**src/timer16_defines.svh**
```systemverilog
// Constants for the 16-bit compare/capture timer
`ifndef TIMER16_DEFINES_SVH
`define TIMER16_DEFINES_SVH
`define CNT_MAX 16'hFFFF
`define CNT_ZERO 16'h0000
`define CNT_ONE 16'h0001
`define CNT_RESET 16'h0000
`define CCR_RESET 16'h0000
`define MODE_STOP 2'h0
`define MODE_EDGE_CLR 2'h1
`define MODE_FREE 2'h2
`define MODE_MATCH_CLR 2'h3
`define SYNC_DEPTH 3
`endif

```
**src/timer16_pkg.sv**
```systemverilog
// Types for the 16-bit compare/capture timer
`default_nettype none
package timer16_pkg;
  typedef enum logic [1:0] {
    MODE_STOPPED = 2'b00,
    MODE_CLEAR_ON_EDGE = 2'b01,
    MODE_FREE_RUN = 2'b10,
    MODE_CLEAR_ON_MATCH = 2'b11
  } timer_mode_t;
endpackage
`default_nettype wire

```
**src/timer16_compare_capture.sv**
```systemverilog
// 16-bit up-counter with two compare/capture registers
//
// Notes on behaviour
// - Zero first compare: interrupt on wrap, except in match-clear mode
// - First interrupt: match, edge b, one-shot
// - Shared pin: edge b input or output
// - Read racing capture undefined; capture correct
// - Stop racing capture: captured value undefined
// - Zero second compare: interrupt on wrap
// - Second interrupt: match, edge a, one-shot
// - Second compare writable while running
// - Nonzero mode field starts, zero stops
// - Overflow flag on wrap with max compare
`timescale 1ns/1ps
`default_nettype none
`include "timer16_defines.svh"

module timer16_compare_capture (
  input wire logic clk,
  input wire logic reset_n,
  input wire logic count_tick,
  input wire logic [1:0] timer_mode_ctrl,
  input wire logic capture_a_en,
  input wire logic capture_b_en,
  input wire logic ccr_a_wr,
  input wire logic ccr_b_wr,
  input wire logic [15:0] wr_data,
  input wire logic one_shot_trig,
  input wire logic overflow_clr,
  input wire logic edge_input_a,
  input wire logic shared_pin_is_output,
  input wire logic shared_port_pin_in,
  output logic [15:0] timer_count_value,
  output logic [15:0] compare_capture_reg_a,
  output logic [15:0] compare_capture_reg_b,
  output logic match_irq_a,
  output logic match_irq_b,
  output logic counter_overflow_flag,
  output logic timer_output_pin,
  output logic shared_port_pin_oe
);

  // ****************************************
  // Input synchronisers
  // ****************************************
  logic [2:0] sync_a_reg; // Edge input a, three stages
  logic [2:0] sync_b_reg; // Shared pin as edge input b
  logic edge_a; // Rising edge seen on input a
  logic edge_b; // Rising edge seen on input b
  logic edge_b_valid; // Edge b only when pin is an input
  timer16_pkg::timer_mode_t mode; // Decoded mode field
  logic running; // Counter enabled by mode
  logic [15:0] count_next; // Count after this tick
  logic wrap; // Count going max to zero
  logic wrap_step; // Count going zero to one after wrap
  logic wrapped_reg; // Last tick wrapped past max
  logic match_a; // Counter equals compare a
  logic match_b; // Counter equals compare b
  logic clear_on_match; // Match-clear mode reached compare a
  logic agree_a; // Stages 2 and 3 of input a agree
  logic agree_b; // Stages 2 and 3 of input b agree
  logic level_a_reg; // Filtered level of input a
  logic level_b_reg; // Filtered level of input b

  // Stage 1 feeds only stage 2; edges use stages 2 and 3
  always_ff @(posedge clk or negedge reset_n) begin
    if (!reset_n) begin
      sync_a_reg <= 3'h0;
      sync_b_reg <= 3'h0;
    end else begin
      sync_a_reg <= {sync_a_reg[1:0], edge_input_a};
      sync_b_reg <= {sync_b_reg[1:0], shared_port_pin_in};
    end
  end

  // A change counts only once stages 2 and 3 agree
  assign agree_a = (sync_a_reg[1] == sync_a_reg[2]);
  assign agree_b = (sync_b_reg[1] == sync_b_reg[2]);
  assign edge_a = agree_a & sync_a_reg[2] & ~level_a_reg;
  assign edge_b = agree_b & sync_b_reg[2] & ~level_b_reg;

  // Filtered levels; a one-cycle glitch never reaches them
  // Reset low matches the idle pins, so no false edge follows reset
  always_ff @(posedge clk or negedge reset_n) begin
    if (!reset_n) begin
      level_a_reg <= 1'h0;
      level_b_reg <= 1'h0;
    end else begin
      if (agree_a) begin
        level_a_reg <= sync_a_reg[2];
      end
      if (agree_b) begin
        level_b_reg <= sync_b_reg[2];
      end
    end
  end

  // Pin serves one role only; edges ignored while it drives out
  assign edge_b_valid = edge_b & ~shared_pin_is_output;

  // ****************************************
  // Mode and counter
  // ****************************************
  assign mode = timer16_pkg::timer_mode_t'(timer_mode_ctrl);
  // Any nonzero field runs the counter at once
  assign running = (timer_mode_ctrl != `MODE_STOP);
  assign count_next = timer_count_value + `CNT_ONE;
  assign wrap = running && count_tick && (timer_count_value == `CNT_MAX);
  assign wrap_step = running && count_tick && wrapped_reg &&
                     (timer_count_value == `CNT_ZERO);
  assign match_a = (timer_count_value == compare_capture_reg_a) &&
                   !capture_a_en;
  assign match_b = (timer_count_value == compare_capture_reg_b) &&
                   !capture_b_en;
  // Software keeps compare a nonzero here, so zero never clears
  assign clear_on_match = (mode == timer16_pkg::MODE_CLEAR_ON_MATCH) &&
                          match_a && count_tick;

  // Counter: tick increments, wraps, clears on stop or trigger
  always_ff @(posedge clk or negedge reset_n) begin
    if (!reset_n) begin
      timer_count_value <= `CNT_RESET;
    end else if (!running) begin
      timer_count_value <= `CNT_ZERO;
    end else if (one_shot_trig) begin
      timer_count_value <= `CNT_ZERO;
    end else if ((mode == timer16_pkg::MODE_CLEAR_ON_EDGE) && edge_a) begin
      timer_count_value <= `CNT_ZERO;
    end else if (clear_on_match) begin
      timer_count_value <= `CNT_ZERO;
    end else if (count_tick) begin
      timer_count_value <= count_next;
    end
  end

  // Remembers a wrap until the next tick leaves zero
  always_ff @(posedge clk or negedge reset_n) begin
    if (!reset_n) begin
      wrapped_reg <= 1'h0;
    end else if (!running) begin
      wrapped_reg <= 1'h0;
    end else if (count_tick) begin
      wrapped_reg <= wrap;
    end
  end

  // ****************************************
  // Compare/capture registers
  // ****************************************
  // Capture wins over a write; a racing stop may capture garbage
  always_ff @(posedge clk or negedge reset_n) begin
    if (!reset_n) begin
      compare_capture_reg_a <= `CCR_RESET;
    end else if (capture_a_en && edge_b_valid) begin
      compare_capture_reg_a <= timer_count_value;
    end else if (ccr_a_wr && !running) begin
      compare_capture_reg_a <= wr_data;
    end
  end

  // Compare b takes writes even while counting
  always_ff @(posedge clk or negedge reset_n) begin
    if (!reset_n) begin
      compare_capture_reg_b <= `CCR_RESET;
    end else if (capture_b_en && edge_a) begin
      compare_capture_reg_b <= timer_count_value;
    end else if (ccr_b_wr) begin
      compare_capture_reg_b <= wr_data;
    end
  end

  // ****************************************
  // Interrupts and overflow
  // ****************************************
  // First interrupt: match, edge b, one-shot, or zero compare wrap outside match-clear mode
  always_ff @(posedge clk or negedge reset_n) begin
    if (!reset_n) begin
      match_irq_a <= 1'h0;
    end else begin
      match_irq_a <= running && (
        (match_a && count_tick && compare_capture_reg_a != `CNT_ZERO) ||
        edge_b_valid || one_shot_trig ||
        (wrap_step && compare_capture_reg_a == `CNT_ZERO &&
         mode != timer16_pkg::MODE_CLEAR_ON_MATCH));
    end
  end

  // Second interrupt: match, edge a, one-shot, or zero compare wrap
  always_ff @(posedge clk or negedge reset_n) begin
    if (!reset_n) begin
      match_irq_b <= 1'h0;
    end else begin
      match_irq_b <= running && (
        (match_b && count_tick && compare_capture_reg_b != `CNT_ZERO) ||
        edge_a || one_shot_trig ||
        (wrap_step && compare_capture_reg_b == `CNT_ZERO));
    end
  end

  // Sticky overflow; a set in the clearing cycle wins
  always_ff @(posedge clk or negedge reset_n) begin
    if (!reset_n) begin
      counter_overflow_flag <= 1'h0;
    end else if (wrap && compare_capture_reg_a == `CNT_MAX) begin
      counter_overflow_flag <= 1'h1;
    end else if (overflow_clr) begin
      counter_overflow_flag <= 1'h0;
    end
  end

  // ****************************************
  // Timer output on the shared pin
  // ****************************************
  // Toggles on a match with compare a; drives only in output role
  always_ff @(posedge clk or negedge reset_n) begin
    if (!reset_n) begin
      timer_output_pin <= 1'h0;
      shared_port_pin_oe <= 1'h0;
    end else begin
      shared_port_pin_oe <= shared_pin_is_output;
      if (!running) begin
        timer_output_pin <= 1'h0;
      end else if (match_a && count_tick) begin
        timer_output_pin <= ~timer_output_pin;
      end
    end
  end

  // Capture pulses must last at least two clock cycles to be seen

endmodule

`default_nettype wire

```
**config.mk**
```make
export PLATFORM = sky130hd
export DESIGN_NAME = timer16_compare_capture
export DESIGN_NICKNAME = d
export VERILOG_FILES = /design/src/timer16_pkg.sv /design/src/timer16_compare_capture.sv
export VERILOG_INCLUDE_DIRS = /design/src /design/src/src
export SDC_FILE = /design/constraint.sdc
export NUM_CORES = 1
export LEC_CHECK = 0
export BUFFER_PORTS_ARGS = -buffer_cell sky130_fd_sc_hd__buf_2
export CORE_UTILIZATION = 45
export DETAILED_ROUTE_END_ITERATION = 6
export PLACE_DENSITY = 0.71
export SLEW_MARGIN = 20
export SYNTH_ARGS = -nofsm -noshare
export SYNTH_HDL_FRONTEND = slang
export SYNTH_SLANG_ARGS = --single-unit
export TNS_END_PERCENT = 5
```
**constraint.sdc**
```tcl
create_clock -name clk -period 1.65 [get_ports clk]
set_input_delay 0.33 -clock clk [delete_from_list [all_inputs] [get_ports clk]]
set_output_delay 0.33 -clock clk [all_outputs]
set_load 0.02 [all_outputs]
```
==> summary.md, run 1 <==
| Metric | Value |
|---|---|
| Main synth FF type | dfrtp_1 |
| Internal power | 3.07 mW |
| Reg-to-reg critical path startpoint | timer_count_value[6]$_DFFE_PN0P_ |
| CP Capture Point | timer_output_pin$_DFFE_PN0P_ |
| Via count | 3499 |
| Slew @ Worst Pin | 517 ps |
| Port Buffer Count | 82 |
| Routed Antenna Nets | 0 |
| Pin count of the biggest net entering global routing | 43 |
| Hold Crit Class | in -> reg |
| Total die area | 8110 um2 |
| CTS root buf | clkbuf_8 |
| NetSw | 1.51 mW |
| Pleak | 2.35 nW |
| Final Wtd Congestion | 0.907 |
| Relative slew slack | 65.5% |
| Clock network power share | 32.6% |
| Reg clk slew, reported paths | 70 ps |
| Worst Hold Depth | 1 |
| Yosys reg bits | 62 |
| Worst Path Required | 1940 ps |
| Sw Ratio | 33.0% |
| Nets@finish | 546 |
| Final hold vios | 0 |
| Pwr/cell area | 929 nW/um2 |
| Buffers & Inverters on Critical Path | 1 |
| Max-cap violation count | 0 |
| Vias/cell | 5.68 |
| Top cell type's share of synthesized area | 44.5% |
| Worst Hold Margin | 83.5 ps |
| Syn Nets | 399 |
| Mapped Avg Cell Area | 9.56 um2 |
| Crit path largest cell delay | 460 ps |
| Clk_lat worst skew | 360 ps |
| Drt first-iter violations | 293 |
| Area of the mapped netlist | 3490 um2 |
| Crit. End Element | register |
| Layout cells sized above 1 | 41.0% |
| GRT Residual Overflow | 0 |
| TritonCTS clock tree | done |
| Top post-synthesis cells by area | dfrtp_1, mux2i_1, xor2_1 |
| Reg2Reg Setup Slack | -90 ps |
| Global Route Usage Sum | 29.8% |
| Core area | 7370 um2 |
| Yosys warns | 0 |
| Status | finished with violations |
| CTS buffer count | 9 |
| Ant diodes | 0 |
| Die width | 90.1 um |
| Arr. time, crit path | 2030 ps |
| Asr flop ratio synth | 100% |
| Initial DRT Pass Iterations | 4 |
| Tmin final | 1740 ps |
| Kind of cell adding the most delay to the critical path | simple AND/OR/NAND/NOR gates |
| Starting Density | 47.4% |
| Number of global-route vias before repair | 3463 |
| Initial antenna violation count | 0 |
| Fin crit share | 105% |
| Biggest regs | compare_capture_reg_a x16, compare_capture_reg_b x16, timer_count_value x16 |
| Worst Setup SP | timer_count_value[6]$_DFFE_PN0P_ |
| Post-Synthesis Cells | 365 |
| Post-synth top cells | dfrtp_1, nand2_1, mux2i_1 |
| Critical Path Start Type | register |
| Multi-input gate area | 1860 um2 |
| CP cell instances | xor2_1, nor4_2, nand2_1, buf_6, or4_1, nand2_1 |
| Max frequency | 575 MHz |
| Post-Route WL | 11.8 mm |
| Fill cells | 592 |
| Sequential power share | 40.8% |
| Slew Limit Fails | 0 |
| WL/cell | 19.2 um |
| CP max-delay cell | dfrtp_2 |
| Seq. cell area | 1560 um2 |
| I/O Pins | 83 |
| Setup Skew | 8.96 ps |
| Post-route DRC | 0 |
| Final Core Density | 66.9% |
| CTS H-tree depth | 3 |
| Area grow syn2layout | 41.4% |
| Post-synth EDFFs | 0 |
| Failing checks | setup timing |
| First-pass GRT wire length | 18.5 mm |
| Reg-to-Reg End | timer_output_pin$_DFFE_PN0P_ |
| Worst Setup Path Type | reg -> reg |
| # clock sinks | 62 |
| Final worst-path setup slack | -88.3 ps |
| Setup violators final | 19 |
| Area leader, netlist | dfrtp_1 |
| Most common cell on crit path | nand2_1 |
| Rows | 31 |
| R2R depth | 6 |
| Count leader, synth | dfrtp_1 |
| Comb pwr share | 26.7% |
| Max FO, Critical Path | 3 |
| Die H | 90.1 um |
| RSZ-0062 raised after global routing | true |
| Number of distinct library cells after synthesis | 44 |
| Seq/Total Area, Yosys | 44.5% |
| Maximum vdd drop | 0.640 mV |
| Number of cells on the critical path | 6 |
| DP HPWL | 8.56 mm |
| CTS max path bufs | 2 |
==> metal layers <==
metal  global-route usage (%)  part of all wire, %  wire length [um]  vias up
met1                     39.1                   42              4950     1693
li1                         -                    -                 -     1605
met5                        0                    0                 0        -
met4                     14.9                  3.2               378        0
met2                     45.8                   47              5600      166
met3                     7.36                  7.5               888       35
==> power by group through the flow <==
stage          logic (mW)  clock network (mW)  registers [mW]
4_1_cts              1.17                1.49            1.86
2_1_floorplan       0.365                   0            2.06
3_5_place_dp         1.13                   0            1.88
3_3_place_gp         1.12                   0            1.88
5_1_grt              1.30                1.57            1.88
6_report             1.22                1.49            1.87
==> placed cells by master, fill, tap and decap left out, drive strengths merged, types with 3 or more instances in the layout <==
cell    netlist  layout
inv           7       7
nand3         7       7
nor4         17      17
clkbuf       14      10
buf          17     166
nand4        14      14
xor2         21      21
ha            4       4
clkinv        0       3
o21ai        18      18
xnor2        17      17
mux2i        32      32
nor2         23      23
dfrtp        62      62
nor3         20      20
a21oi        25      25
nand2        33      33
nor4b         4       4
a31oi         5       5
==> cells by family (layout without fill, tap and decap cells) <==
family	Yosys count	count (layout)	share of synthesized area [%]
adder cells (fa/ha/maj)	4	4	1.43
buffers and inverters	38	190	5.52
multiplexers	34	34	9.82
flip-flops	62	62	44.5
XOR/XNOR	38	38	9.54
AO/OA/AOI/OAI	57	57	9.14
AND/OR/NAND/NOR	132	132	20.1
==> area by class of cell <==
cell class	instances	area share (%)
multi-input combinational	265	37.7
sequential	62	31.7
tap	99	2.51
timing repair buffer	167	23.3
clock inverter	6	1.75
clock buffer	10	2.59
inverter	7	0.533
==> repair_timing <==
action / in CTS / in global routing
resized for setup: 11 / 20
hold endpoints to repair: 2 / 0
pin swaps: 9 / 7
endpoints found under the setup margin: 19 / 20
hold buffers: 1 / 0
setup buffers: 8 / 5
==> stage by stage <==
step                worst slack (ps)  power, mW  cells  instance area [um2]  setup TNS, ps
finish                         -88.3       4.58    616                 4930           -854
global route                    -198       4.75    616                 4930          -2990
CTS                            -45.6       4.52    611                 4800           -510
detailed placement              -156       3.02    586                 4470           -894
global placement                -168       3.00    586                 4470           -430
floorplan                       -150       2.42    365                 3520          -1840
==> worst reg2reg max path: stages, from the launching register on <==
cell	delay, ps
dfrtp_2	460
xor2_1	170
nor4_2	300
nand2_1	130
buf_6	140
or4_1	400
nand2_1	80
==> worst min-delay path by stage <==
| stage | start | to |
|---|---|---|
| floorplan | reset_n | compare_capture_reg_a[0]$_DFFE_PN0P_ |
| global placement | reset_n | compare_capture_reg_a[9]$_DFFE_PN0P_ |
| detailed placement | reset_n | compare_capture_reg_a[9]$_DFFE_PN0P_ |
| CTS | edge_input_a | sync_a_reg[0]$_DFF_PN0_ |
| global route | edge_input_a | sync_a_reg[0]$_DFF_PN0_ |
| finish | edge_input_a | sync_a_reg[0]$_DFF_PN0_ |
Power figures use the tool's default switching activity.
==> run 2, diff against run 1 <==
--- a/config.mk
+++ b/config.mk
@@ -6,10 +6,12 @@
 export SDC_FILE = /design/constraint.sdc
 export NUM_CORES = 1
 export LEC_CHECK = 0
+export ABC_AREA = 1
 export BUFFER_PORTS_ARGS = -buffer_cell sky130_fd_sc_hd__buf_2
 export CORE_UTILIZATION = 45
 export DETAILED_ROUTE_END_ITERATION = 6
 export PLACE_DENSITY = 0.71
+export REMOVE_ABC_BUFFERS = 1
 export SLEW_MARGIN = 20
 export SYNTH_ARGS = -nofsm -noshare
 export SYNTH_HDL_FRONTEND = slang
==> run 2 against run 1 <==
The run now ends clean; worst setup slack improved by 100 ps; global-route usage increased by 2.8 points; core utilization decreased by 3.8 points; synthesized cell count increased by 29%; sequential cell count unchanged; sequential share of layout area increased by 0.057 points; register-to-register slack improved by 100 ps; count of clock-buffer cells in the layout unchanged; wire length increased by 13%; clock skew decreased by 0.74 ps; die area increased by 5.5%; largest power group unchanged.
==> summary.md, run 2 <==
| Metric | Value |
|---|---|
| NetSw | 1.52 mW (+0.55%) |
| Pwr/cell area | 879 nW/um2 (-5.4%) |
| Sequential power share | 41.1% (+0.3 points) |
| Comb pwr share | 27.0% (+0.3 points) |
| Largest family of logic cells by synthesized area | simple AND/OR/NAND/NOR gates |
| Initial antenna violation count | 0 (unchanged) |
| Ant diodes | 0 (unchanged) |
| Clk_lat worst skew | 350 ps (about the same) |
| Seq. cell area | 1560 um2 (about the same) |
| Worst Setup Path Type | reg -> reg |
| Setup Skew | 8.22 ps (-0.744 ps) |
| Worst Path Required | 1880 ps (-60 ps) |
| Xor and xnor fraction of the mapped netlist area | 1.66% (-7.9 points) |
| Slew @ Worst Pin | 527 ps (+9.51 ps) |
| Post-synth EDFFs | 0 (unchanged) |
| Seq/Total Area, Yosys | 42.1% (-2.4 points) |
| Synth Area in Simple Gates | 32.7% (+13 points) |
| CTS H-tree depth | 3 (unchanged) |
| Drt first-iter violations | 347 (+18%) |
| # clock sinks | 62 (unchanged) |
| CTS root buf | clkbuf_8 |
| Die H | 92.5 um (+2.7%) |
| Worst Hold Launch | shared_port_pin_in |
| Reg2Reg Setup Slack | 10 ps (+100 ps) |
| Most common cell after layout, fill and taps aside | buf_2 |
| DP HPWL | 10.2 mm (+19%) |
| R2R depth | 10 (+4) |
| Hold Crit Class | in -> reg |
| Port Buffer Count | 82 (unchanged) |
| Setup violators final | 0 (-19) |
| Final hold vios | 0 (unchanged) |
| Area grow syn2layout | 33.7% |
| Arr. time, crit path | 1860 ps (-170 ps) |
| First-pass GRT wire length | 20.9 mm (+13%) |
| Worst Hold Depth | 1 (unchanged) |
| Final worst-path setup slack | 12.9 ps (+101 ps) |
| Layout cells sized above 1 | 36.1% (-4.9 points) |
| Number of distinct library cells after synthesis | 32 (-27%) |
| Via count | 4015 (+15%) |
| Die width | 92.5 um (+2.7%) |
| Clock network power share | 31.9% (-0.7 points) |
| Tmin final | 1640 ps (-101 ps) |
| Core area | 7810 um2 (+5.9%) |
| Maximum vdd drop | 0.484 mV (-24%) |
| Top post-synthesis cells by area | dfrtp_1, nand2_1, o221ai_1 |
| Pre-CTS WS | -49.8 ps (+107 ps) |
| Max FO, Critical Path | 6 (+3) |
| Internal power | 2.81 mW (-8.4%) |
| Area leader, netlist | dfrtp_1 |
| Main synth FF type | dfrtp_1 |
| RSZ-0062 raised after global routing | true |
| Pleak | 2.41 nW (+2.5%) |
| TritonCTS clock tree | done |
| Hold path endpoint | sync_b_reg[0]$_DFF_PN0_ |
| Crit. End Element | register |
| Reg clk slew, reported paths | 70 ps (about the same) |
| Relative slew slack | 64.5% (-0.96 points) |
| Critical Path Start Type | register |
| Final Core Density | 63.1% (-3.8 points) |
| Fin crit share | 99.2% (-6.1 points) |
| Fill cells | 733 (+24%) |
| Vias/cell | 5.62 (-1.0%) |
| Synth Area in Compound Gates | 12.6% (+3.5 points) |
| Top cell type's share of synthesized area | 42.1% (-2.4 points) |
| Global Route Usage Sum | 32.6% (+2.8 points) |
| Mapped Avg Cell Area | 7.81 um2 (-18%) |
| Asr flop ratio synth | 100% (unchanged) |
| Mux share of post-synthesis cell area | 0% (-9.8 points) |
| GRT Residual Overflow | 0 (unchanged) |
| Number of global-route vias before repair | 3913 (+13%) |
| Worst Setup SP | timer_count_value[1]$_DFFE_PN0P_ |
| CTS max path bufs | 2 (unchanged) |
| Max frequency | 611 MHz (+6.2%) |
| Sw Ratio | 35.1% (+2.1 points) |
| Fin Setup TNS | 0 ps (+854 ps) |
| Area of the mapped netlist | 3690 um2 (+5.6%) |
| Worst Hold Margin | 85.2 ps (+1.71 ps) |
| Post-synth top cells | nand2_1, dfrtp_1, inv_1 |
| Post-Synthesis Cells | 472 (+29%) |
| Dpl cells | 692 (+18%) |
| Post-Route WL | 13.3 mm (+13%) |
| Count leader, synth | nand2_1 |
| Multi-input gate area | 1850 um2 (-0.34%) |
| Reg-to-Reg End | timer_count_value[11]$_DFFE_PN0P_ |
| Initial DRT Pass Iterations | 5 (+1) |
| Pin count of the biggest net entering global routing | 63 (+47%) |
| Nets@finish | 641 (+17%) |
| I/O Pins | 83 (unchanged) |
| Rows | 32 (+3.2%) |
| Yosys reg bits | 62 (unchanged) |
| WL/cell | 18.7 um (-2.6%) |
| Max-cap violation count | 0 (unchanged) |
| Reg-to-reg critical path startpoint | timer_count_value[1]$_DFFE_PN0P_ |
| Post-Synth Adder-Cell Area | 1.36% (-0.076 points) |
| Total die area | 8560 um2 (+5.5%) |
| Post-route DRC | 0 (unchanged) |
| Final Wtd Congestion | 0.995 (+9.7%) |
| Yosys warns | 0 (unchanged) |
| Highest-count cells in the layout ignoring fill and taps | buf_2, nand2_1, inv_1 |
| Starting Density | 47.2% (-0.14 points) |
| Slew Limit Fails | 0 (unchanged) |
| CTS buffer count | 9 (unchanged) |
| Biggest regs | compare_capture_reg_a x16, compare_capture_reg_b x16, timer_count_value x16 |
| Status | finished, final reports clean |
| Routed Antenna Nets | 0 (unchanged) |
| Finished Layout Cells | 714 (+16%) |
-- run 2: cells by family (layout without fill, tap and decap cells) --
| kind of cell | Yosys count | in the layout |
|---|---|---|
| DFF | 62 | 62 |
| and+or+nand+nor | 250 | 250 |
| buffers and inverters | 86 | 226 |
| adders and majority gates | 4 | 4 |
| AOI/OAI and AO/OA | 63 | 63 |
| xor gates and xnor gates | 7 | 7 |
-- run 2: power groups by stage --
stage / clock [mW] / sequential, mW / combinational, mW
after CTS: 1.40 / 1.77 / 1.14
final: 1.38 / 1.78 / 1.17
after floorplan: 0 / 1.93 / 0.499
after global placement: 0 / 1.80 / 1.12
after global routing: 1.47 / 1.79 / 1.26
after detailed placement: 0 / 1.80 / 1.13
-- run 2: critical path: stages (launching register included) --
cell      delay [ps]
dfrtp_2          430
buf_4            140
inv_4             40
nand2_2           60
nand2_1           50
nor2_1           100
nand2_1          100
nor2_4           130
nand4_4          180
o211ai_1         210
nor2_1            80
-- run 2: final cells by class --
| type | count | share of cell area, % |
|---|---|---|
| Timing Repair Buffer | 139 | 18.6 |
| Clock inverter | 6 | 1.24 |
| Clock buffer | 10 | 2.79 |
| Inverter | 71 | 5.46 |
| Tap cell | 102 | 2.59 |
| Multi-Input combinational cell | 324 | 37.6 |
| Sequential cell | 62 | 31.7 |
-- run 2: per-stage QoR --
step	power [mW]	instance area (um2)
2_1_floorplan	2.43	3600
3_3_place_gp	2.92	4590
3_5_place_dp	2.93	4590
4_1_cts	4.31	4820
5_1_grt	4.53	4930
6_report	4.33	4930
-- run 2: routing by layer --
layer  GRT usage (%)  vias up  wire, um
met1            44.5     1924      5850
met4            15.2        0       379
met5               0        -         0
li1                -     1888         -
met3            5.34       28       806
met2            50.3      175      6310
-- run 2: worst max path at each step --
stage / cells past startpoint / end
4_1_cts: 8 / timer_count_value[13]$_DFFE_PN0P_
3_3_place_gp: 10 / timer_count_value[12]$_DFFE_PN0P_
6_report: 10 / timer_count_value[11]$_DFFE_PN0P_
3_5_place_dp: 10 / timer_count_value[12]$_DFFE_PN0P_
2_1_floorplan: 6 / compare_capture_reg_a[0]$_DFFE_PN0P_
5_1_grt: 9 / counter_overflow_flag$_DFFE_PN0P_
-- run 2: timing repair --
action,4_1_cts,5_1_grt
setup buffers,0,5
pin swaps,0,14
hold buffers,1,0
hold endpoints to repair,6,0
gates cloned,0,0
resized for setup,4,29
setup endpoints to repair,12,19
==> run 3, diff against run 2 <==
--- a/config.mk
+++ b/config.mk
@@ -10,7 +10,7 @@
 export BUFFER_PORTS_ARGS = -buffer_cell sky130_fd_sc_hd__buf_2
 export CORE_UTILIZATION = 45
 export DETAILED_ROUTE_END_ITERATION = 6
-export PLACE_DENSITY = 0.71
+export PLACE_DENSITY = 0.68
 export REMOVE_ABC_BUFFERS = 1
 export SLEW_MARGIN = 20
 export SYNTH_ARGS = -nofsm -noshare
==> constraint.sdc (replaced) <==
create_clock -name clk -period 1.9 [get_ports clk]
set_input_delay 0.38 -clock clk [delete_from_list [all_inputs] [get_ports clk]]
set_output_delay 0.38 -clock clk [all_outputs]
set_load 0.02 [all_outputs]
==> run 3 against run 2 <==
Non-clock buffer count decreased by 31; die area unchanged; combinational power decreased by 20%; worst setup slack improved by 150 ps; clock power about the same; clock skew increased by 0.69 ps; sequential power decreased by 13%; first-iteration DRC count increased by 5.5%; worst hold slack got worse by 57 ps; wire length decreased by 2.2%; largest power group unchanged.
==> summary.md, run 3 (synthesis gave the netlist of run 2 again) <==
| Metric | Value |
|---|---|
| Status | finished, final reports clean |
| Clk_lat worst skew | 360 ps (about the same) |
| Fill cells | 745 (+1.6%) |
| Finished Layout Cells | 683 (-4.3%) |
| Initial DRT Pass Iterations | 7 (+2) |
| Core area | 7810 um2 (unchanged) |
| Reg clk slew, reported paths | 80 ps (about the same) |
| CP cell instances | ha_1, nand2_1, inv_1, nand2_1, nor2_2, inv_1, nor2_1, inv_1, nor2_1, nor3_2 |
| Crit path largest cell delay | 440 ps (about the same) |
| Worst Path Required | 2150 ps (+270 ps) |
| CTS buffer count | 9 (unchanged) |
| CP max-delay cell | dfrtp_2 |
| Starting Density | 47.2% (unchanged) |
| Max-cap violation count | 0 (unchanged) |
| Dpl cells | 665 (-3.9%) |
| Worst Setup SP | timer_count_value[1]$_DFFE_PN0P_ |
| Hold Crit Class | in -> async |
| Number of global-route vias before repair | 3771 (-3.6%) |
| Pwr/cell area | 843 nW/um2 (-4.1%) |
| Die H | 92.5 um (unchanged) |
| Post-Route WL | 13.1 mm (-2.2%) |
| Tmin final | 1730 ps (+95.7 ps) |
| Maximum vdd drop | 0.412 mV (-15%) |
| Max frequency | 577 MHz (-5.5%) |
| Hold buffers post-CTS | 0 (-1) |
| Total die area | 8560 um2 (unchanged) |
| NetSw | 1.33 mW (-13%) |
| Clock network power share | 35.9% (+4.0 points) |
| Most common cell after layout, fill and taps aside | nand2_1 |
| I/O Pins | 83 (unchanged) |
| CTS root buf | clkbuf_8 |
| Ant diodes | 0 (unchanged) |
| Final Core Density | 58.6% (-4.5 points) |
| Fin crit share | 91.2% (-8.0 points) |
| Internal power | 2.53 mW (-9.9%) |
| Reg-to-reg critical path startpoint | timer_count_value[1]$_DFFE_PN0P_ |
| Setup violators final | 0 (unchanged) |
| TritonCTS clock tree | done |
| Port Buffer Count | 82 (unchanged) |
| Layout cells sized above 1 | 28.9% (-7.2 points) |
| CTS H-tree depth | 3 (unchanged) |
| Setup Skew | 8.91 ps (+0.693 ps) |
| Final hold vios | 0 (unchanged) |
| Arr. time, crit path | 1980 ps (+120 ps) |
| Highest-count cells in the layout ignoring fill and taps | nand2_1, buf_2, inv_1 |
| # clock sinks | 62 (unchanged) |
| RSZ-0062 raised after global routing | false |
| GRT Residual Overflow | 0 (unchanged) |
| Final Wtd Congestion | 0.998 (+0.29%) |
| CTS max path bufs | 2 (unchanged) |
| Slew Limit Fails | 0 (unchanged) |
| Biggest regs | compare_capture_reg_a x16, compare_capture_reg_b x16, timer_count_value x16 |
| Area grow syn2layout | 24.2% |
| Via count | 3908 (-2.7%) |
| Nets@finish | 610 (-4.8%) |
| Max FO, Critical Path | 5 (-1) |
| Worst Setup Path Type | reg -> reg |
| Relative slew slack | 61.4% (-3.2 points) |
| Pin count of the biggest net entering global routing | 63 (unchanged) |
| DP HPWL | 9.83 mm (-3.7%) |
| Comb pwr share | 24.1% (-2.9 points) |
| Die width | 92.5 um (unchanged) |
| Rows | 32 (unchanged) |
| Drt first-iter violations | 366 (+5.5%) |
| Most common cell on crit path | inv_1 |
| Initial antenna violation count | 0 (unchanged) |
| Sw Ratio | 34.4% (-0.73 points) |
| Global Route Usage Sum | 32.2% (-0.33 points) |
| First-pass GRT wire length | 20.5 mm (-1.6%) |
| Crit. End Element | register |
| Post-route DRC | 0 (unchanged) |
| Critical Path Start Type | register |
| Slew @ Worst Pin | 574 ps (+46.8 ps) |
| Routed Antenna Nets | 0 (unchanged) |
| Sequential power share | 39.9% (-1.2 points) |
| Pleak | 2.23 nW (-7.3%) |
| WL/cell | 19.1 um (+2.2%) |
| Vias/cell | 5.72 (+1.8%) |
run 3: worst paths after layout:
check	endpoint	slack, ps	cells after the start
min in group clk	sync_b_reg[0]$_DFF_PN0_	130	1
worst max register to register	timer_count_value[10]$_DFFE_PN0P_	170	10
max in group asynchronous	timer_count_value[0]$_DFFE_PN0P_	1570	2
worst min register to register	sync_b_reg[1]$_DFF_PN0_	350	0
worst min-delay path	compare_capture_reg_a[3]$_DFFE_PN0P_	30	2
worst max-delay path	timer_count_value[10]$_DFFE_PN0P_	170	10
run 3: routing by layer:
| metal | wire length (um) | GRT usage (%) | up-vias |
|---|---|---|---|
| met5 | 0 | 0 | - |
| met4 | 266 | 10.9 | 0 |
| met3 | 895 | 4.84 | 23 |
| met2 | 6100 | 50.4 | 193 |
| met1 | 5790 | 45.5 | 1875 |
| li1 | - | - | 1817 |
run 3: through the flow:
step | hold WS (ps) | power, mW | setup TNS (ps) | instance area [um2] | setup slack, ps
after floorplan | 84.4 | 2.11 | -2220 | 3600 | -126
after global placement | 335 | 2.47 | 0 | 4330 | 25.8
after detailed placement | 338 | 2.48 | 0 | 4330 | 39.8
after CTS | 49.3 | 3.85 | 0 | 4560 | 3.71
after global routing | 70.4 | 4.01 | 0 | 4580 | 28.2
final | 27.8 | 3.86 | 0 | 4580 | 167
run 3: final cells by class:
type / count / area [um2] / area share (%)
inverter: 71 / 267 / 5.82
multi-input combinational: 324 / 1780 / 38.9
clock buffer: 10 / 138 / 3.01
tap: 102 / 128 / 2.79
clock inverter: 6 / 93.8 / 2.05
sequential: 62 / 1550 / 33.9
timing repair buffer: 108 / 618 / 13.5
run 3: critical path: cells and delay by family, from the launching register on:
family                     cells  cell delay [ps]
buffers and inverters          3              270
and+or+nand+nor                6              730
adders and majority gates      1              190
DFF                            1              440
run 3: timing repair:
item | in CTS | in global routing
buffers inserted | 0 | 2
endpoints found under the setup margin | 0 | 14
gates resized for setup | 0 | 2
run 3: power by group through the flow:
stage / sequential, mW / clock (mW) / combinational, mW
2_1_floorplan: 1.68 / 0 / 0.433
3_3_place_gp: 1.56 / 0 / 0.909
3_5_place_dp: 1.57 / 0 / 0.913
4_1_cts: 1.54 / 1.39 / 0.916
5_1_grt: 1.55 / 1.44 / 1.01
6_report: 1.54 / 1.39 / 0.931
